`config.mk`:
```
export PLATFORM = sky130hd
export DESIGN_NAME = adc_ctx_ctrl
export DESIGN_NICKNAME = d
export VERILOG_FILES = /design/src/inc/adc_pkg.sv /design/src/adc_ctx_ctrl.sv
export SDC_FILE = /design/constraint.sdc
export NUM_CORES = 1
export LEC_CHECK = 0
export BUFFER_PORTS_ARGS = -buffer_cell sky130_fd_sc_hd__buf_2
export CAP_MARGIN = 20
export CORE_MARGIN = 2
export CORE_UTILIZATION = 40
export DETAILED_ROUTE_END_ITERATION = 10
export GPL_TIMING_DRIVEN = 0
export PLACE_DENSITY = 0.68
export SYNTH_ARGS = -nofsm -noshare
export SYNTH_HDL_FRONTEND = slang
export SYNTH_SLANG_ARGS = --single-unit
```
`constraint.sdc`:
```
create_clock -name pclk -period 3.92 [get_ports pclk]
set_input_delay 0.392 -clock pclk [delete_from_list [all_inputs] [get_ports pclk]]
set_output_delay 0.392 -clock pclk [all_outputs]
set_load 0.02 [all_outputs]
```
`src/inc/adc_pkg.sv`:
```
// holds register offsets, field positions, codes and carrier types for the async context control block
// assumes an apb slave on pclk and a dma engine that reports context events on the status port
package adc_pkg;
  localparam int unsigned   adc_num_ctx      = 4;            // transmit req, transmit resp, receive req, receive resp
  localparam logic [11:0]   adc_off_txrq_set = 12'h180;      // transmit request context set port
  localparam logic [11:0]   adc_off_txrq_clr = 12'h184;      // transmit request context clear port
  localparam logic [11:0]   adc_off_txrs_set = 12'h1a0;      // transmit response context set port
  localparam logic [11:0]   adc_off_txrs_clr = 12'h1a4;      // transmit response context clear port
  localparam logic [11:0]   adc_off_rxrq_set = 12'h1c0;      // receive request context set port
  localparam logic [11:0]   adc_off_rxrq_clr = 12'h1c4;      // receive request context clear port
  localparam logic [11:0]   adc_off_rxrs_set = 12'h1e0;      // receive response context set port
  localparam logic [11:0]   adc_off_rxrs_clr = 12'h1e4;      // receive response context clear port
  localparam logic [11:0]   adc_off_irq_stat = 12'h1f0;      // sticky event status, read only
  localparam logic [11:0]   adc_off_irq_clr  = 12'h1f4;      // event clear, write only
  localparam logic [11:0]   adc_off_irq_en   = 12'h1f8;      // event enable
  localparam int unsigned   adc_bit_run      = 15;           // run bit position
  localparam int unsigned   adc_bit_wake     = 12;           // wake bit position
  localparam int unsigned   adc_bit_dead     = 11;           // dead bit position
  localparam int unsigned   adc_bit_active   = 10;           // active bit position
  localparam int unsigned   adc_spd_lsb      = 5;            // speed field low bit
  localparam int unsigned   adc_evt_lsb      = 0;            // completion code low bit
  localparam logic [2:0]    adc_spd_s100     = 3'h0;         // 100 mbit/s
  localparam logic [2:0]    adc_spd_s200     = 3'h1;         // 200 mbit/s
  localparam logic [2:0]    adc_spd_s400     = 3'h2;         // 400 mbit/s
  localparam logic [4:0]    adc_evt_reset    = 5'h00;        // completion code after reset
  localparam logic [31:0]   adc_word_zero    = 32'h0000_0000;
  localparam int unsigned   adc_ev_bits      = 3;            // events per context in the status register
  localparam int unsigned   adc_ev_dead      = 0;            // context went dead
  localparam int unsigned   adc_ev_done      = 1;            // packet completed
  localparam int unsigned   adc_ev_stop      = 2;            // context went idle

  // per-context report from the dma engine, one cycle pulses, a busy level and data
  typedef struct packed {
    logic       fetch;    // descriptor fetch performed
    logic       start;    // first fetch at command pointer taken
    logic       busy;     // engine processing descriptors
    logic       fatal;    // unrecoverable error
    logic       done;     // packet finished
    logic       ok;       // packet succeeded, code is an acknowledge
    logic [4:0] code;     // acknowledge or internal error code
    logic [2:0] spd;      // speed of the packet
  } adc_ctx_stat_t;

  // per-context control toward the dma engine
  typedef struct packed {
    logic run;            // processing allowed
    logic wake;           // re-attempt descriptor fetch
    logic start;          // pulse: begin at first descriptor
  } adc_ctx_ctrl_t;

  // decoder result for one address
  typedef struct packed {
    logic       hit;      // address is a context port
    logic       clr;      // clear port rather than set port
    logic [1:0] ctx;      // context index
  } adc_dec_t;
endpackage : adc_pkg

```
`src/adc_ctx_ctrl.sv`:
```
// holds the four async dma context control registers behind an apb slave, plus an event interrupt
// assumes the dma engine runs on pclk and keeps every status pulse single-cycle
//
// Chosen here: the APB register port.
`timescale 1ns/100ps
`default_nettype none
module adc_ctx_ctrl
  import adc_pkg::*;
#(
  parameter int unsigned NCTX = adc_num_ctx  // number of async contexts
)(
  input  wire logic                  pclk,
  input  wire logic                  presetn,
  input  wire logic                  soft_reset,   // software reset pulse, returns run to zero
  input  wire logic                  psel,
  input  wire logic                  penable,
  input  wire logic                  pwrite,
  input  wire logic [11:0]           paddr,
  input  wire logic [31:0]           pwdata,
  input  wire logic [3:0]            pstrb,
  output var  logic [31:0]           prdata,
  output var  logic                  pready,
  output var  logic                  pslverr,
  input  wire adc_ctx_stat_t [3:0]   ctx_stat,     // engine reports per context
  output var  adc_ctx_ctrl_t [3:0]   ctx_ctrl,     // controls toward engine
  output var  logic                  irq
);

  // address decoding shared by read and write paths
  function automatic adc_dec_t adc_decode(input logic [11:0] a);
    adc_dec_t d;
    d = '0;
    unique case (a)
      adc_off_txrq_set: d = '{hit: 1'b1, clr: 1'b0, ctx: 2'h0};
      adc_off_txrq_clr: d = '{hit: 1'b1, clr: 1'b1, ctx: 2'h0};
      adc_off_txrs_set: d = '{hit: 1'b1, clr: 1'b0, ctx: 2'h1};
      adc_off_txrs_clr: d = '{hit: 1'b1, clr: 1'b1, ctx: 2'h1};
      adc_off_rxrq_set: d = '{hit: 1'b1, clr: 1'b0, ctx: 2'h2};
      adc_off_rxrq_clr: d = '{hit: 1'b1, clr: 1'b1, ctx: 2'h2};
      adc_off_rxrs_set: d = '{hit: 1'b1, clr: 1'b0, ctx: 2'h3};
      adc_off_rxrs_clr: d = '{hit: 1'b1, clr: 1'b1, ctx: 2'h3};
      default:          d = '0;
    endcase
    return d;
  endfunction

  // speed filter: reserved codes are never stored
  function automatic logic [2:0] adc_spd_legal(input logic [2:0] s, input logic [2:0] old);
    logic [2:0] r;
    r = old;
    if (s == adc_spd_s100 || s == adc_spd_s200 || s == adc_spd_s400)
      r = s;
    return r;
  endfunction

  logic [NCTX-1:0]          run;          // per-context run bits
  logic [NCTX-1:0]          wake;         // per-context wake bits
  logic [NCTX-1:0]          dead;         // per-context dead bits
  logic [NCTX-1:0]          active;       // per-context active mirrors
  logic [2:0]               spd    [NCTX];// last packet speed
  logic [4:0]               evcode [NCTX];// last completion code
  logic [NCTX*adc_ev_bits-1:0] irq_stat;  // sticky events
  logic [NCTX*adc_ev_bits-1:0] irq_en;    // event enables
  logic                     wr_acc;       // write in access phase
  logic                     rd_acc;       // read in access phase
  adc_dec_t                 dec;          // decode of current address
  logic                     full_word;    // byte lane 1 written
  logic [31:0]              next_prdata;  // read mux result

  // pready is registered and high in the second access cycle, so each transfer takes three cycles
  assign wr_acc    = psel & penable & pready & pwrite;
  assign rd_acc    = psel & penable & pready & ~pwrite;
  assign dec       = adc_decode(paddr);
  // the context control bits all sit in the low two lanes; a write needs lane 1 for run/wake
  assign full_word = pstrb[1];

  // apb ready: one wait state keeps prdata a flop output
  always_ff @(posedge pclk or negedge presetn)
  begin
    if (!presetn)
      pready <= 1'b0;
    else
      pready <= psel & penable & ~pready;
  end

  // error answer for addresses that are neither a context port nor an interrupt register
  always_ff @(posedge pclk or negedge presetn)
  begin
    if (!presetn)
      pslverr <= 1'b0;
    else if (psel & penable & ~pready)
      pslverr <= ~(dec.hit | paddr == adc_off_irq_stat | paddr == adc_off_irq_clr | paddr == adc_off_irq_en);
    else
      pslverr <= 1'b0;
  end

  // read mux, assembled per context word
  always_comb
  begin
    next_prdata = adc_word_zero;
    if (dec.hit)
    begin
      next_prdata[adc_bit_run]    = run[dec.ctx];
      next_prdata[adc_bit_wake]   = wake[dec.ctx];
      next_prdata[adc_bit_dead]   = dead[dec.ctx];
      next_prdata[adc_bit_active] = active[dec.ctx];
      next_prdata[adc_spd_lsb+:3] = spd[dec.ctx];
      next_prdata[adc_evt_lsb+:5] = evcode[dec.ctx];
    end
    else if (paddr == adc_off_irq_stat)
      next_prdata[NCTX*adc_ev_bits-1:0] = irq_stat;
    else if (paddr == adc_off_irq_en)
      next_prdata[NCTX*adc_ev_bits-1:0] = irq_en;
  end

  // read data captured in the first access cycle and held through the answer
  always_ff @(posedge pclk or negedge presetn)
  begin
    if (!presetn)
      prdata <= adc_word_zero;
    else if (psel & penable & ~pready & ~pwrite)
      prdata <= next_prdata;
  end

  // one set of control and status flops per context
  generate
    for (genvar c = 0; c < NCTX; c++)
    begin : g_ctx
      logic sel;        // this context addressed by a write
      logic run_set;    // software sets run
      logic run_clr;    // software clears run
      assign sel     = wr_acc & dec.hit & (dec.ctx == 2'(c)) & full_word;
      assign run_set = sel & ~dec.clr & pwdata[adc_bit_run];
      assign run_clr = sel &  dec.clr & pwdata[adc_bit_run];

      // run changes only by software or reset
      always_ff @(posedge pclk or negedge presetn)
      begin
        if (!presetn)
          run[c] <= 1'b0;
        else if (soft_reset)
          run[c] <= 1'b0;
        else if (run_set)
          run[c] <= 1'b1;
        else if (run_clr)
          run[c] <= 1'b0;
      end

      // wake: set wins over a fetch in the same cycle so the request is not lost
      always_ff @(posedge pclk or negedge presetn)
      begin
        if (!presetn)
          wake[c] <= 1'b0;
        else if (soft_reset)
          wake[c] <= 1'b0;
        else if (sel & ~dec.clr & pwdata[adc_bit_wake])
          wake[c] <= 1'b1;
        else if (ctx_stat[c].fetch)
          wake[c] <= 1'b0;
      end

      // dead: hardware sets, cleared by software clearing run; error wins
      always_ff @(posedge pclk or negedge presetn)
      begin
        if (!presetn)
          dead[c] <= 1'b0;
        else if (ctx_stat[c].fatal & run[c])
          dead[c] <= 1'b1;
        else if (run_clr | soft_reset)
          dead[c] <= 1'b0;
      end

      // active mirrors the engine gated by run; it still shows for one cycle after run falls
      always_ff @(posedge pclk or negedge presetn)
      begin
        if (!presetn)
          active[c] <= 1'b0;
        else
          active[c] <= ctx_stat[c].busy & run[c];
      end

      // completion code updates at each finished packet, speed only when its code is legal
      always_ff @(posedge pclk or negedge presetn)
      begin
        if (!presetn)
        begin
          spd[c]    <= adc_spd_s100;
          evcode[c] <= adc_evt_reset;
        end
        else if (ctx_stat[c].done)
        begin
          spd[c]    <= adc_spd_legal(ctx_stat[c].spd, spd[c]);
          // engine supplies ack on success, internal error code otherwise
          evcode[c] <= ctx_stat[c].code;
        end
      end

      // controls out: start pulses on the rising edge of run
      always_ff @(posedge pclk or negedge presetn)
      begin
        if (!presetn)
          ctx_ctrl[c] <= '0;
        else
        begin
          ctx_ctrl[c].run   <= run[c] & ~soft_reset;
          ctx_ctrl[c].wake  <= wake[c] & run[c];
          ctx_ctrl[c].start <= run_set & ~run[c] & ~soft_reset;
        end
      end

      logic [adc_ev_bits-1:0] sticky;   // this context's sticky events, kept local so one process owns them
      logic [adc_ev_bits-1:0] ev_now;   // events raised this cycle
      assign ev_now[adc_ev_dead] = ctx_stat[c].fatal & run[c] & ~dead[c];
      assign ev_now[adc_ev_done] = ctx_stat[c].done;
      assign ev_now[adc_ev_stop] = active[c] & ~(ctx_stat[c].busy & run[c]);
      assign irq_stat[c*adc_ev_bits +: adc_ev_bits] = sticky;

      // sticky events: set beats clear in the same cycle
      always_ff @(posedge pclk or negedge presetn)
      begin
        if (!presetn)
          sticky <= '0;
        else
        begin
          for (int e = 0; e < adc_ev_bits; e++)
          begin
            if (ev_now[e])
              sticky[e] <= 1'b1;
            else if (wr_acc & paddr == adc_off_irq_clr & pwdata[c*adc_ev_bits+e])
              sticky[e] <= 1'b0;
          end
        end
      end
    end
  endgenerate

  // enable register, plain read/write
  always_ff @(posedge pclk or negedge presetn)
  begin
    if (!presetn)
      irq_en <= '0;
    else if (wr_acc & paddr == adc_off_irq_en)
      irq_en <= pwdata[NCTX*adc_ev_bits-1:0];
  end

  // interrupt level registered so it is a flop output; lags status by one cycle
  always_ff @(posedge pclk or negedge presetn)
  begin
    if (!presetn)
      irq <= 1'b0;
    else
      irq <= |(irq_stat & irq_en);
  end

endmodule // adc_ctx_ctrl
`default_nettype wire

```
# --- Word level (Yosys, flattened, before mapping) ---
# Index checks and enable logic that the tools add are counted.
op_classes:
  n_reduce_logical: 42
  n_mux: 79
  n_div: 0
  n_addsub: 0
  n_mul: 0
  shifts: 0
  order_cmp: 2
  n_bitwise: 106
  n_eq_ne: 22
op_table:
  columns: ["operator", "n"]
  rows:
  - ["== test 12 x 9 -> 1 bit, second input constant", 11]
  - ["AND 1 bit", 80]
  - ["2-to-1 mux 1 bit", 63]
  - ["one-hot mux 4 bit (8 select lines)", 1]
  - ["nonzero test 2 bit", 16]
  - ["2-to-1 mux 12 bit", 2]
  - ["nonzero test 3 bit", 8]
  - ["NOT 1 bit", 17]
  - ["AND 12 bit", 1]
  - ["== test 3 x 1 -> 1 bit, second input constant", 4]
  - ["== test 3 x 2 -> 1 bit, second input constant", 4]
  - ["zero test 3 bit", 4]
  - ["OR reduction 12 bit", 1]
  - ["binary-select mux 5 bit (select 2 bit)", 1]
  - ["2-to-1 mux 5 bit", 2]
  - ["binary-select mux 1 bit (select 2 bit)", 4]
  - ["logical OR 1 bit", 8]
  - ["2-to-1 mux 8 bit", 1]
  - ["AND reduction 2 bit", 4]
  - ["OR 1 bit", 7]
  - ["binary-select mux 3 bit (select 2 bit)", 1]
  - ["2-to-1 mux 3 bit", 2]
  - ["== test 2 bit, second input constant", 2]
  - ["2-to-1 mux 2 bit", 2]
  - ["other kinds (5)", 5]
word_totals:
  mem_bits_rw: 0
  word_cells: 304
  mem_count: 0
  rom_bits: 0
  reg_bits: 101
  output_inout_bits: 47
  latch_bits: 0

# --- Depth between registers and ports, before layout ---
# Gate-level depths: netlist of the first run.
logic_depth:
  depth_word: 11
  ltp_mapped: 6
  depth_no_buf: 4

# --- Worst setup path before layout of the first run ---
# Ideal clock, no wire load.
synth_path:
  path_kind: "register to register"
  start: "register pready"
  end: "register prdata[10]"
  path_stages_with_launch: 7
  t_arrival_ps: 2104
  period_less_slack_ps: 2182
  n_path_buf: 2
  slack_ps: 1738
  setup_time_ps: 77
  cell_sequence: "dfrtp_1 or4bb_1 clkbuf_1 or4_4 buf_6 or2_0 a21oi_1"
synth_via:
  elab_chain_cells: 3
synth_rtl:
  columns: ["item", "line", "text"]
  rows:
  - ["start: declaration", "adc_ctx_ctrl.sv:22", "output var logic pready,"]
  - ["start signal: assignment", "adc_ctx_ctrl.sv:83", "pready <= psel & penable & ~pready;"]
  - ["NOT 1 bit", "adc_ctx_ctrl.sv:121", "else if (psel & penable & ~pready & ~pwrite)"]
  - ["AND 1 bit (2 in a row)", "adc_ctx_ctrl.sv:121", null]
  - ["end signal: assignment", "adc_ctx_ctrl.sv:120", "prdata <= adc_word_zero;"]
  - ["end signal: assignment", "adc_ctx_ctrl.sv:122", "prdata <= next_prdata;"]
  - ["end: declaration", "adc_ctx_ctrl.sv:21", "output var logic [31:0] prdata,"]
# No other way between the ends.
# A chain may end at the register's enable or synchronous reset.

# --- Worst setup path in the final report of the first run ---
layout_path:
  start: "register pready"
  end: "register prdata[3]"
# Same word-level chain as after synthesis.

==> flow_metrics.env, run 1 <==
export IMPL_start_util_pct=40.83
export IMPL_maxSlewHeadroom_pct=27.58
export IMPL_synth_area_um2=4662
export IMPL_end_kind="flop"
export IMPL_ant_nets=0
export IMPL_rrSetupSlack_ns=1.54
export IMPL_post_cts_setup_buffers=0
export IMPL_crit_path_start_kind="flop"
export IMPL_synth_cells=408
export IMPL_area_growth_pct=23.97
export IMPL_min_path_type="input port to async pin"
export IMPL_worst_slack_ns=1.538
export IMPL_synth_ff_type="dfrtp_1"
export IMPL_yosys_warnings=0
export IMPL_place_gp_congestion=0.8871
export IMPL_async_reset_ff_share_pct=100.0
export IMPL_drive_gt1_share_pct=35.53
export IMPL_grt_pass1_wl_mm=19.16
export IMPL_synth_seq_cells=101
export IMPL_synth_top_area_share_pct=54.21
export IMPL_clk_latency_ns=0.34
export IMPL_fin_tns_setup_ns=0
export IMPL_period_share_pct=60.76
export IMPL_cap_viol_max_count=0
export IMPL_p_leak_uw=0.002826
export IMPL_rows=39
export IMPL_drt_iter0_markers=161
export IMPL_grt_ovfl_total=0
export IMPL_syn_avg_cell_area_um2=11.43
export IMPL_cts_tree="done"
export IMPL_die_h_um=112.0
export IMPL_clkSinkCount=101
export IMPL_ir_drop_uv=269.5
export IMPL_vias_per_cell=5.197
export IMPL_synth_edf_count=0
export IMPL_yosysTopAreaCell="dfrtp_1"
export IMPL_cp_data_arrival_time_ns=2.64
export IMPL_fmax_ghz=0.4199
export IMPL_grt_max_degree=62
export IMPL_finalHoldViolCount=0
export IMPL_netlist_top_cells_area="dfrtp_1, mux2_2, mux4_2"
export IMPL_worst_pin_slew_ns=1.077
export IMPL_setup_violations=0
export IMPL_grtUsageTotal_pct=19.54
export IMPL_path_clk_slew_ns=0.07
export IMPL_drc=0
export IMPL_required_ns=4.18
export IMPL_dr_pass1_iters=5
export IMPL_post_place_ws_ns=1.372
export IMPL_grt_pass1_vias=3679
export IMPL_cp_max_fo=10
export IMPL_die_area_um2=12530
export IMPL_port_buffers=104
export IMPL_fp_dieW_um=112.0
export IMPL_num_io_pins=157
export IMPL_synth_cell_types=49
export IMPL_cts_buffers=9
export IMPL_grt_setup_unrepaired="no"
export IMPL_worstSetupPathType="flop to flop"
export IMPL_wl_per_cell_um=17.43
export IMPL_finalNetCount=651
export IMPL_hpwl_mm=8.992
export IMPL_layout_min_cycle_time_ns=2.382
export IMPL_r2r_cells=6
export IMPL_status="complete, no violations"
export IMPL_coreArea_um2=11420
export IMPL_powerDensity_nw_per_um2=392.3
export IMPL_antenna_found_initial=1
export IMPL_drv_slew=0
export IMPL_skew_ns=0.008507
export IMPL_ctsHoldBuffers=0
export IMPL_cts_resized=0
export IMPL_diodes=0
export IMPL_reg2reg_to="prdata[3]$_DFFE_PN0P_"
export IMPL_vias=3581
export IMPL_seq_area_frac_synth_pct=54.21
export IMPL_ctsHtreeMaxLevel=3
export IMPL_root_buffer="clkbuf_16"
export IMPL_routed_wl_mm=12.01
export IMPL_reg2reg_from="pready$_DFF_PN0_"
export IMPL_cts_buffer_depth=2
==> kinds of logic after synthesis <==
group                  Yosys count  share of synthesized area (%)
other                            1                        0.08044
buffers and inverters           45                          5.314
multiplexers                    53                          15.00
AO/OA/AOI/OAI                   61                          8.991
flip-flops                     101                          54.21
AND/OR/NAND/NOR                147                          16.40
==> report_power, final <==
part           leakage [uW]  internal (uW)  switching, uW
sequential          0.00133           1080           19.7
combinational       0.00134           99.9            114
clock              0.000156            563            394
==> worst max-delay path, cell delays in order, from the launching register on <==
cell and delay [ns]:
dfrtp_1 0.41, or4bb_1 0.51, clkbuf_1 0.23, or4_4 0.57
buf_6 0.17, or2_0 0.25, a21oi_1 0.16
==> routing by layer <==
metal / up-vias / share of wire (%) / GRT usage [%]
li1: 1676 / - / -
met1: 1749 / 43 / 26.45
met2: 140 / 48 / 31.60
met3: 14 / 7.5 / 5.335
met4: 2 / 1.5 / 4.878
met5: - / 0.092 / 0
==> registers in the layout, summed over array words and instances, names as in the netlist, 4 cells and up <==
| name | cells |
|---|---|
| irq_en | 12 |
| active | 4 |
| prdata | 14 |
| run | 4 |
| dead | 4 |
| ctx_ctrl | 12 |
| wake | 4 |
| evcode | 20 |
| spd | 12 |
| g_ctx.sticky | 12 |
==> layout by cell type, fill, tap and decap left out, types with 3 or more instances in the layout <==
master,netlist,routed
buf_2,3,106
dfrtp_1,101,101
nand2_1,44,44
nor2_1,36,36
mux2_2,35,35
buf_4,18,19
conb_1,1,18
nor2b_1,17,17
clkbuf_1,16,16
a21oi_1,15,15
mux4_2,10,10
clkbuf_16,0,9
nand2b_1,8,8
mux2i_1,8,8
o21ai_0,8,8
inv_1,7,7
a22o_1,7,7
a22oi_1,7,7
nand3_1,6,6
o211ai_1,6,6
and2_1,4,4
or2_0,4,4
a21o_1,4,4
o2bb2ai_1,4,4
nor3_1,3,3
and4_1,3,3
a221oi_1,3,3
==> final cells by class <==
type,count,area (um2)
fill,1068,5639
sequential,101,2527
multi-input combinational,279,1951
timing repair buffer,105,550.5
clock buffer,9,225.2
buffer,38,221.5
tap,143,178.9
clock inverter,7,98.84
inverter,7,26.28
==> worst max-delay path by stage <==
stage                           startpoint  cells after the start                     end  slack [ns]
after floorplan           pready$_DFF_PN0_                      6  prdata[10]$_DFFE_PN0P_        1.74
after global placement            paddr[9]                      7   irq_en[3]$_DFFE_PN0P_        1.39
after detailed placement          paddr[9]                      7   irq_en[3]$_DFFE_PN0P_        1.37
after CTS                 pready$_DFF_PN0_                      6   prdata[3]$_DFFE_PN0P_        1.55
after global routing      pready$_DFF_PN0_                      5   prdata[6]$_DFFE_PN0P_        1.39
final                     pready$_DFF_PN0_                      6   prdata[3]$_DFFE_PN0P_        1.54
==> Yosys cell counts, drive strengths merged (3+ instances only) <==
cell and count:
inv 7, a22oi 7, o211ai 6, a21oi 15, o2bb2ai 4, nand2b 8
nor2 36, a21o 4, nand3 6, nor4 3, mux2i 8, nand2 44
clkbuf 16, buf 22, nor2b 17, and2 4, mux2 35, and4 3
dfrtp 101, or2 6, a22o 7, a221oi 3, nor3 3, o21ai 9
mux4 10
==> metrics by stage <==
step	std cells	utilization, %	instance area [um2]	hold WS (ns)	total power [uW]
after floorplan	425	-	4726	0.09641	1230
after global placement	672	47.51	5425	0.4497	1319
after detailed placement	673	47.78	5455	0.4091	1331
after CTS	689	50.61	5779	0.04236	2293
after global routing	689	50.61	5779	0.05977	2355
final	689	50.61	5779	0.02342	2267
Note: power is estimated with default switching activity, not from simulation.
==> inputs of run 2 (changes only) <==
--- a/config.mk
+++ b/config.mk
@@ -11,7 +11,7 @@
 export CORE_UTILIZATION = 40
 export DETAILED_ROUTE_END_ITERATION = 10
 export GPL_TIMING_DRIVEN = 0
-export PLACE_DENSITY = 0.68
+export PLACE_DENSITY = 0.7
 export SYNTH_ARGS = -nofsm -noshare
 export SYNTH_HDL_FRONTEND = slang
 export SYNTH_SLANG_ARGS = --single-unit
==> constraint.sdc (replaced) <==
create_clock -name pclk -period 2.1 [get_ports pclk]
set_input_delay 0.21 -clock pclk [delete_from_list [all_inputs] [get_ports pclk]]
set_output_delay 0.21 -clock pclk [all_outputs]
set_load 0.02 [all_outputs]
==> run 2 against run 1 <==
Net effect:
- design area increased by 0.82%
- sequential cell count unchanged
- combinational power increased by 91%
- clock skew about the same
- count of clock-buffer cells in the layout increased by 2
- critical path type is now input port to flop
==> flow_metrics.env, run 2 (synthesis results as in run 1) <==
export IMPL_vias_per_cell=5.203
export IMPL_ir_drop_uv=406.7
export IMPL_worstSetupPathType="input port to flop"
export IMPL_wl_per_cell_um=17.50
export IMPL_layout_min_cycle_time_ns=1.999
export IMPL_cap_viol_max_count=0
export IMPL_clk_latency_ns=0.35
export IMPL_drt_iter0_markers=182
export IMPL_cp_data_arrival_time_ns=2.22
export IMPL_rrSetupSlack_ns=0.13
export IMPL_min_path_type="input port to flop"
export IMPL_p_sw_share_pct=23.64
export IMPL_crit_path_start_kind="input port"
export IMPL_grtUsageTotal_pct=19.80
export IMPL_worstSetupEndpoint="irq_en[2]$_DFFE_PN0P_"
export IMPL_p_clk_share_pct=41.2
export IMPL_p_switching_uw=987.8
export IMPL_area_growth_pct=24.99
export IMPL_r2r_cells=4
export IMPL_root_buffer="clkbuf_16"
export IMPL_grt_pass1_vias=3721
export IMPL_end_kind="flop"
export IMPL_die_area_um2=12530
export IMPL_port_buffers=104
export IMPL_worst_pin_slew_ns=0.6984
export IMPL_ctsHtreeMaxLevel=3
export IMPL_finalNetCount=655
export IMPL_cts_buffer_depth=2
export IMPL_fill_cells=1070
export IMPL_final_common_cell="buf_2"
export IMPL_drv_slew=0
export IMPL_coreArea_um2=11420
export IMPL_p_leak_uw=0.002854
export IMPL_cp_max_fo=10
export IMPL_grt_max_degree=73
export IMPL_crit_path_start="paddr[9]"
export IMPL_design_area_um2=5827
export IMPL_vias=3606
export IMPL_skew_ns=0.008119
export IMPL_routed_wl_mm=12.13
export IMPL_path_clk_slew_ns=0.07
export IMPL_finalHoldViolCount=0
export IMPL_num_io_pins=157
export IMPL_antenna_found_initial=0
export IMPL_clkSinkCount=101
export IMPL_top_register="evcode"
export IMPL_intPower_uw=3190
export IMPL_hpwl_mm=9.076
export IMPL_die_h_um=112.0
export IMPL_maxSlewHeadroom_pct=53.44
export IMPL_dr_pass1_iters=5
export IMPL_cts_tree="done"
export IMPL_reg2reg_to="prdata[2]$_DFFE_PN0P_"
export IMPL_status="complete, no violations"
export IMPL_drc=0
export IMPL_grt_pass1_wl_mm=19.15
export IMPL_rows=39
export IMPL_setup_violations=0
export IMPL_start_util_pct=40.83
export IMPL_powerDensity_nw_per_um2=717.0
export IMPL_largest_register_ffs=20
export IMPL_place_gp_congestion=0.8581
export IMPL_top_regs="evcode x20, prdata x14"
export IMPL_post_dp_cell_area_um2=5466
export IMPL_period_share_pct=95.21
export IMPL_power_uw=4178
export IMPL_cts_buffers=9
export IMPL_fp_dieW_um=112.0
export IMPL_grt_setup_unrepaired="no"
export IMPL_diodes=0
export IMPL_ant_nets=0
export IMPL_drive_gt1_share_pct=36.91
export IMPL_fmax_ghz=0.5001
export IMPL_grt_ovfl_total=0
export IMPL_mostFrequentLayoutCells="buf_2, dfrtp_1, nand2_1"
export IMPL_pwr_share_comb_pct=9.8
export IMPL_p_seq_share_pct=49.0
export IMPL_required_ns=2.32
export IMPL_reg2reg_from="pready$_DFF_PN0_"
run 2: cell types whose count changed in the layout (fill, tap and decap cells not counted), sizes merged:
cell and change:
inv -1, clkinv -1, buf +5, dlygate4sd3 +1
bufinv -1, clkinvlp +1
run 2: cell type report:
type	count	area (um2)	area share (%)
flip-flops and latches	101	2529	43.40
multi-input cells	279	1967	33.76
repair buffers	113	613.1	10.52
clock buffers	11	252.7	4.338
plain buffers	34	201.4	3.457
well taps	143	178.9	3.071
clock inverters	5	58.81	1.009
inverters	7	26.28	0.4509
run 2: power by group through the flow:
stage	clock, uW	sequential (uW)	combinational, uW
after global routing	1820	2050	448
after global placement	0	2080	387
after detailed placement	0	2080	405
after floorplan	0	2070	226
final	1720	2050	409
after CTS	1740	2050	413
run 2: per-layer routing:
layer / vias to the layer above / part of all wire, % / routed length (um) / GRT usage [%]
li1: 1683 / - / - / -
met1: 1741 / 42 / 5152 / 25.44
met2: 158 / 47 / 5674 / 32.36
met3: 24 / 8.3 / 1004 / 5.008
met4: 0 / 2.5 / 299 / 7.886
met5: - / 0 / 0 / 0
run 2: how the worst min path moves through the flow:
stage	cells after the start	endpoint	startpoint	slack, ns
finish	2	wake[2]$_DFFE_PN0P_	ctx_stat[41]	0.06
global route	2	wake[3]$_DFFE_PN0P_	ctx_stat[55]	0.07
CTS	2	ctx_ctrl[8]$_DFF_PN0_	soft_reset	0.06
detailed placement	1	evcode[14]$_DFFE_PN0P_	presetn	0.17
global placement	2	wake[3]$_DFFE_PN0P_	ctx_stat[55]	0.42
floorplan	0	active[0]$_DFF_PN0_	presetn	-0.09
run 2: worst max-delay path, cell delays in order:
cell	delay, ns
buf_2	0.09
or4b_1	0.55
buf_2	0.20
nor2_1	0.19
and4_1	0.34
clkbuf_4	0.28
mux2_2	0.36
run 2: per-stage QoR:
stage	std cells	TNS, ns	util (%)	setup WS, ns	hold WS [ns]
after global placement	672	-25.33	47.61	-0.3690	0.4155
after CTS	695	-0.01390	51.16	-0.01105	0.05739
final	693	0	51.03	0.1006	0.06229
after global routing	693	0	51.03	0.03336	0.06578
after detailed placement	673	-6.435	47.87	-0.2807	0.1656
after floorplan	425	0	-	0.05206	-0.08559
run 2: what timing repair did:
item,in CTS,in global routing
hold buffers,1,0
resized for setup,2,3
pin swaps,3,5
buffers inserted,6,1
hold endpoints to repair,29,0
setup endpoints to repair,10,22
cloned,0,0
==> inputs of run 3 (changes only) <==
--- a/config.mk
+++ b/config.mk
@@ -11,7 +11,7 @@
 export CORE_UTILIZATION = 40
 export DETAILED_ROUTE_END_ITERATION = 10
 export GPL_TIMING_DRIVEN = 0
-export PLACE_DENSITY = 0.7
+export PLACE_DENSITY = 0.68
 export SYNTH_ARGS = -nofsm -noshare
 export SYNTH_HDL_FRONTEND = slang
 export SYNTH_SLANG_ARGS = --single-unit
==> constraint.sdc (replaced) <==
create_clock -name pclk -period 2.3 [get_ports pclk]
set_input_delay 0.23 -clock pclk [delete_from_list [all_inputs] [get_ports pclk]]
set_output_delay 0.23 -clock pclk [all_outputs]
set_load 0.02 [all_outputs]
==> run 3 against run 2 <==
Net effect:
- power is 7.3% lower
- combinational power down 9.5%
- non-clock buffer count is 3 lower
- highest routed layer is now met5
- largest cell class unchanged
- setup slack gained 0.058 ns
- wire length decreased by 0.89%
- global-route usage decreased by 0.28 points
- final cell count down 0.43%
==> flow_metrics.env, run 3 (synthesis results as in run 1) <==
export IMPL_rows=39
export IMPL_cts_buffer_depth=2
export IMPL_die_area_um2=12530
export IMPL_drc=0
export IMPL_p_leak_uw=0.002844
export IMPL_finalNetCount=652
export IMPL_path_clk_slew_ns=0.07
export IMPL_antenna_found_initial=1
export IMPL_fp_dieW_um=112.0
export IMPL_period_share_pct=93.09
export IMPL_routed_wl_mm=12.02
export IMPL_root_buffer="clkbuf_16"
export IMPL_p_seq_share_pct=48.2
export IMPL_start_util_pct=40.83
export IMPL_instances_no_fill=690
export IMPL_worstPathCellList="or4bb_4 -> or4_4 -> buf_6 -> or2_0 -> a21oi_1"
export IMPL_fmax_ghz=0.4671
export IMPL_ctsHtreeMaxLevel=3
export IMPL_intPower_uw=2967
export IMPL_grt_pass1_vias=3670
export IMPL_powerDensity_nw_per_um2=667.3
export IMPL_diodes=0
export IMPL_finalHoldViolCount=0
export IMPL_setup_violations=0
export IMPL_mostFrequentLayoutCells="buf_2, dfrtp_1, nand2_1"
export IMPL_layout_min_cycle_time_ns=2.141
export IMPL_dr_pass1_iters=4
export IMPL_vias_per_cell=5.191
export IMPL_coreArea_um2=11420
export IMPL_cpMaxStageDelayCell="or4bb_4"
export IMPL_hpwl_mm=8.992
export IMPL_cts_tree="done"
export IMPL_clk_latency_ns=0.34
export IMPL_worst_pin_slew_ns=0.6641
export IMPL_wl_per_cell_um=17.42
export IMPL_ir_drop_uv=460.4
export IMPL_min_path_type="input port to flop"
export IMPL_required_ns=2.56
export IMPL_p_sw_share_pct=23.42
export IMPL_port_buffers=104
export IMPL_grt_pass1_wl_mm=19.13
export IMPL_cp_top_family="simple AND/OR/NAND/NOR gates"
export IMPL_largest_register_ffs=20
export IMPL_status="complete, no violations"
export IMPL_cts_buffers=9
export IMPL_drt_iter0_markers=170
export IMPL_p_switching_uw=907.3
export IMPL_top_register="evcode"
export IMPL_cp_data_arrival_time_ns=2.40
export IMPL_skew_ns=0.008512
export IMPL_top_regs="evcode x20, prdata x14"
export IMPL_vias=3582
export IMPL_clkSinkCount=101
export IMPL_grt_max_degree=62
export IMPL_grt_setup_unrepaired="no"
export IMPL_area_growth_pct=24.53
export IMPL_die_h_um=112.0
export IMPL_drv_slew=0
export IMPL_cap_viol_max_count=0
export IMPL_grt_ovfl_total=0
export IMPL_grtUsageTotal_pct=19.52
export IMPL_slowest_delay_ns=0.54
export IMPL_cp_max_fo=10
export IMPL_crit_path_start_kind="flop"
export IMPL_dp_cells=673
export IMPL_fill_cells=1065
export IMPL_num_io_pins=157
export IMPL_worstSetupPathType="flop to flop"
export IMPL_end_kind="flop"
export IMPL_crit_buf_inv=1
export IMPL_fin_tns_setup_ns=0
export IMPL_drive_gt1_share_pct=35.83
export IMPL_final_common_cell="buf_2"
export IMPL_place_gp_congestion=0.8871
export IMPL_maxSlewHeadroom_pct=55.40
export IMPL_pwr_share_comb_pct=9.5
export IMPL_ant_nets=0
export IMPL_p_clk_share_pct=42.2
-- run 3: cell types whose count changed in the layout (fill, tap and decap cells not counted), sizes merged --
cell | before | now
buf | 132 | 128
bufinv | 1 | 2
clkbuf | 25 | 24
clkinv | 2 | 3
clkinvlp | 2 | 1
inv | 7 | 8
-- run 3: cell type report --
class | instances | area (um2) | share of cell area (%)
clock inverters | 7 | 98.84 | 1.703
repair buffers | 107 | 568.0 | 9.784
clock buffers | 9 | 225.2 | 3.879
flip-flops and latches | 101 | 2527 | 43.53
well taps | 143 | 178.9 | 3.082
inverters | 7 | 26.28 | 0.4526
multi-input cells | 279 | 1963 | 33.81
plain buffers | 37 | 217.7 | 3.750
-- run 3: worst reg2reg max path, stage by stage, from the launching register on --
cell     delay [ns]
dfrtp_1        0.41
or4bb_4        0.54
or4_4          0.53
buf_6          0.17
or2_0          0.25
a21oi_1        0.16
-- run 3: per-stage QoR --
stage          util [%]  cell area [um2]  hold slack, ns  power [uW]  worst slack [ns]
2_1_floorplan         -             4726        -0.06559        2097            0.1182
5_1_grt           50.84             5806         0.07588        4018           0.09685
3_5_place_dp      47.78             5455          0.2471        2268          -0.08647
6_report          50.84             5806         0.08159        3874            0.1590
4_1_cts           50.70             5789         0.07203        3909           0.06671
3_3_place_gp      47.51             5425          0.4305        2248          -0.06393
-- run 3: routing by layer --
metal	global-route usage, %	wire length, um
met1	26.42	5263
met2	31.56	5665
met3	5.335	850
met4	4.878	231
met5	0	11
-- run 3: worst paths after layout --
check                                          from                             end  slack [ns]  cells after the start
worst max-delay path               pready$_DFF_PN0_           prdata[3]$_DFFE_PN0P_        0.16                      5
worst min-delay path                   ctx_stat[55]             wake[3]$_DFFE_PN0P_        0.08                      2
worst max register to register     pready$_DFF_PN0_           prdata[3]$_DFFE_PN0P_        0.16                      5
worst min register to register  dead[1]$_DFFE_PN0P_  g_ctx[1].sticky[0]$_DFFE_PN0P_        0.48                      1
max in group asynchronous                   presetn             wake[1]$_DFFE_PN0P_        1.22                      3
min in group asynchronous                   presetn              spd[8]$_DFFE_PN0P_        0.41                      2
-- run 3: timing repair --
| action | 4_1_cts | 5_1_grt |
|---|---|---|
| hold buffers | 1 | 0 |
| resized for setup | 1 | 1 |
| endpoints found under the setup margin | 10 | 9 |
| pin swaps | 0 | 1 |
| endpoints found under the hold margin | 40 | 0 |
| buffers inserted | 0 | 1 |
-- run 3: power by group through the flow --
stage               clock, uW  combinational, uW  sequential [uW]
floorplan                   0                205             1890
global placement            0                351             1900
detailed placement          0                366             1900
CTS                      1670                370             1870
global route             1740                408             1870
finish                   1640                370             1870
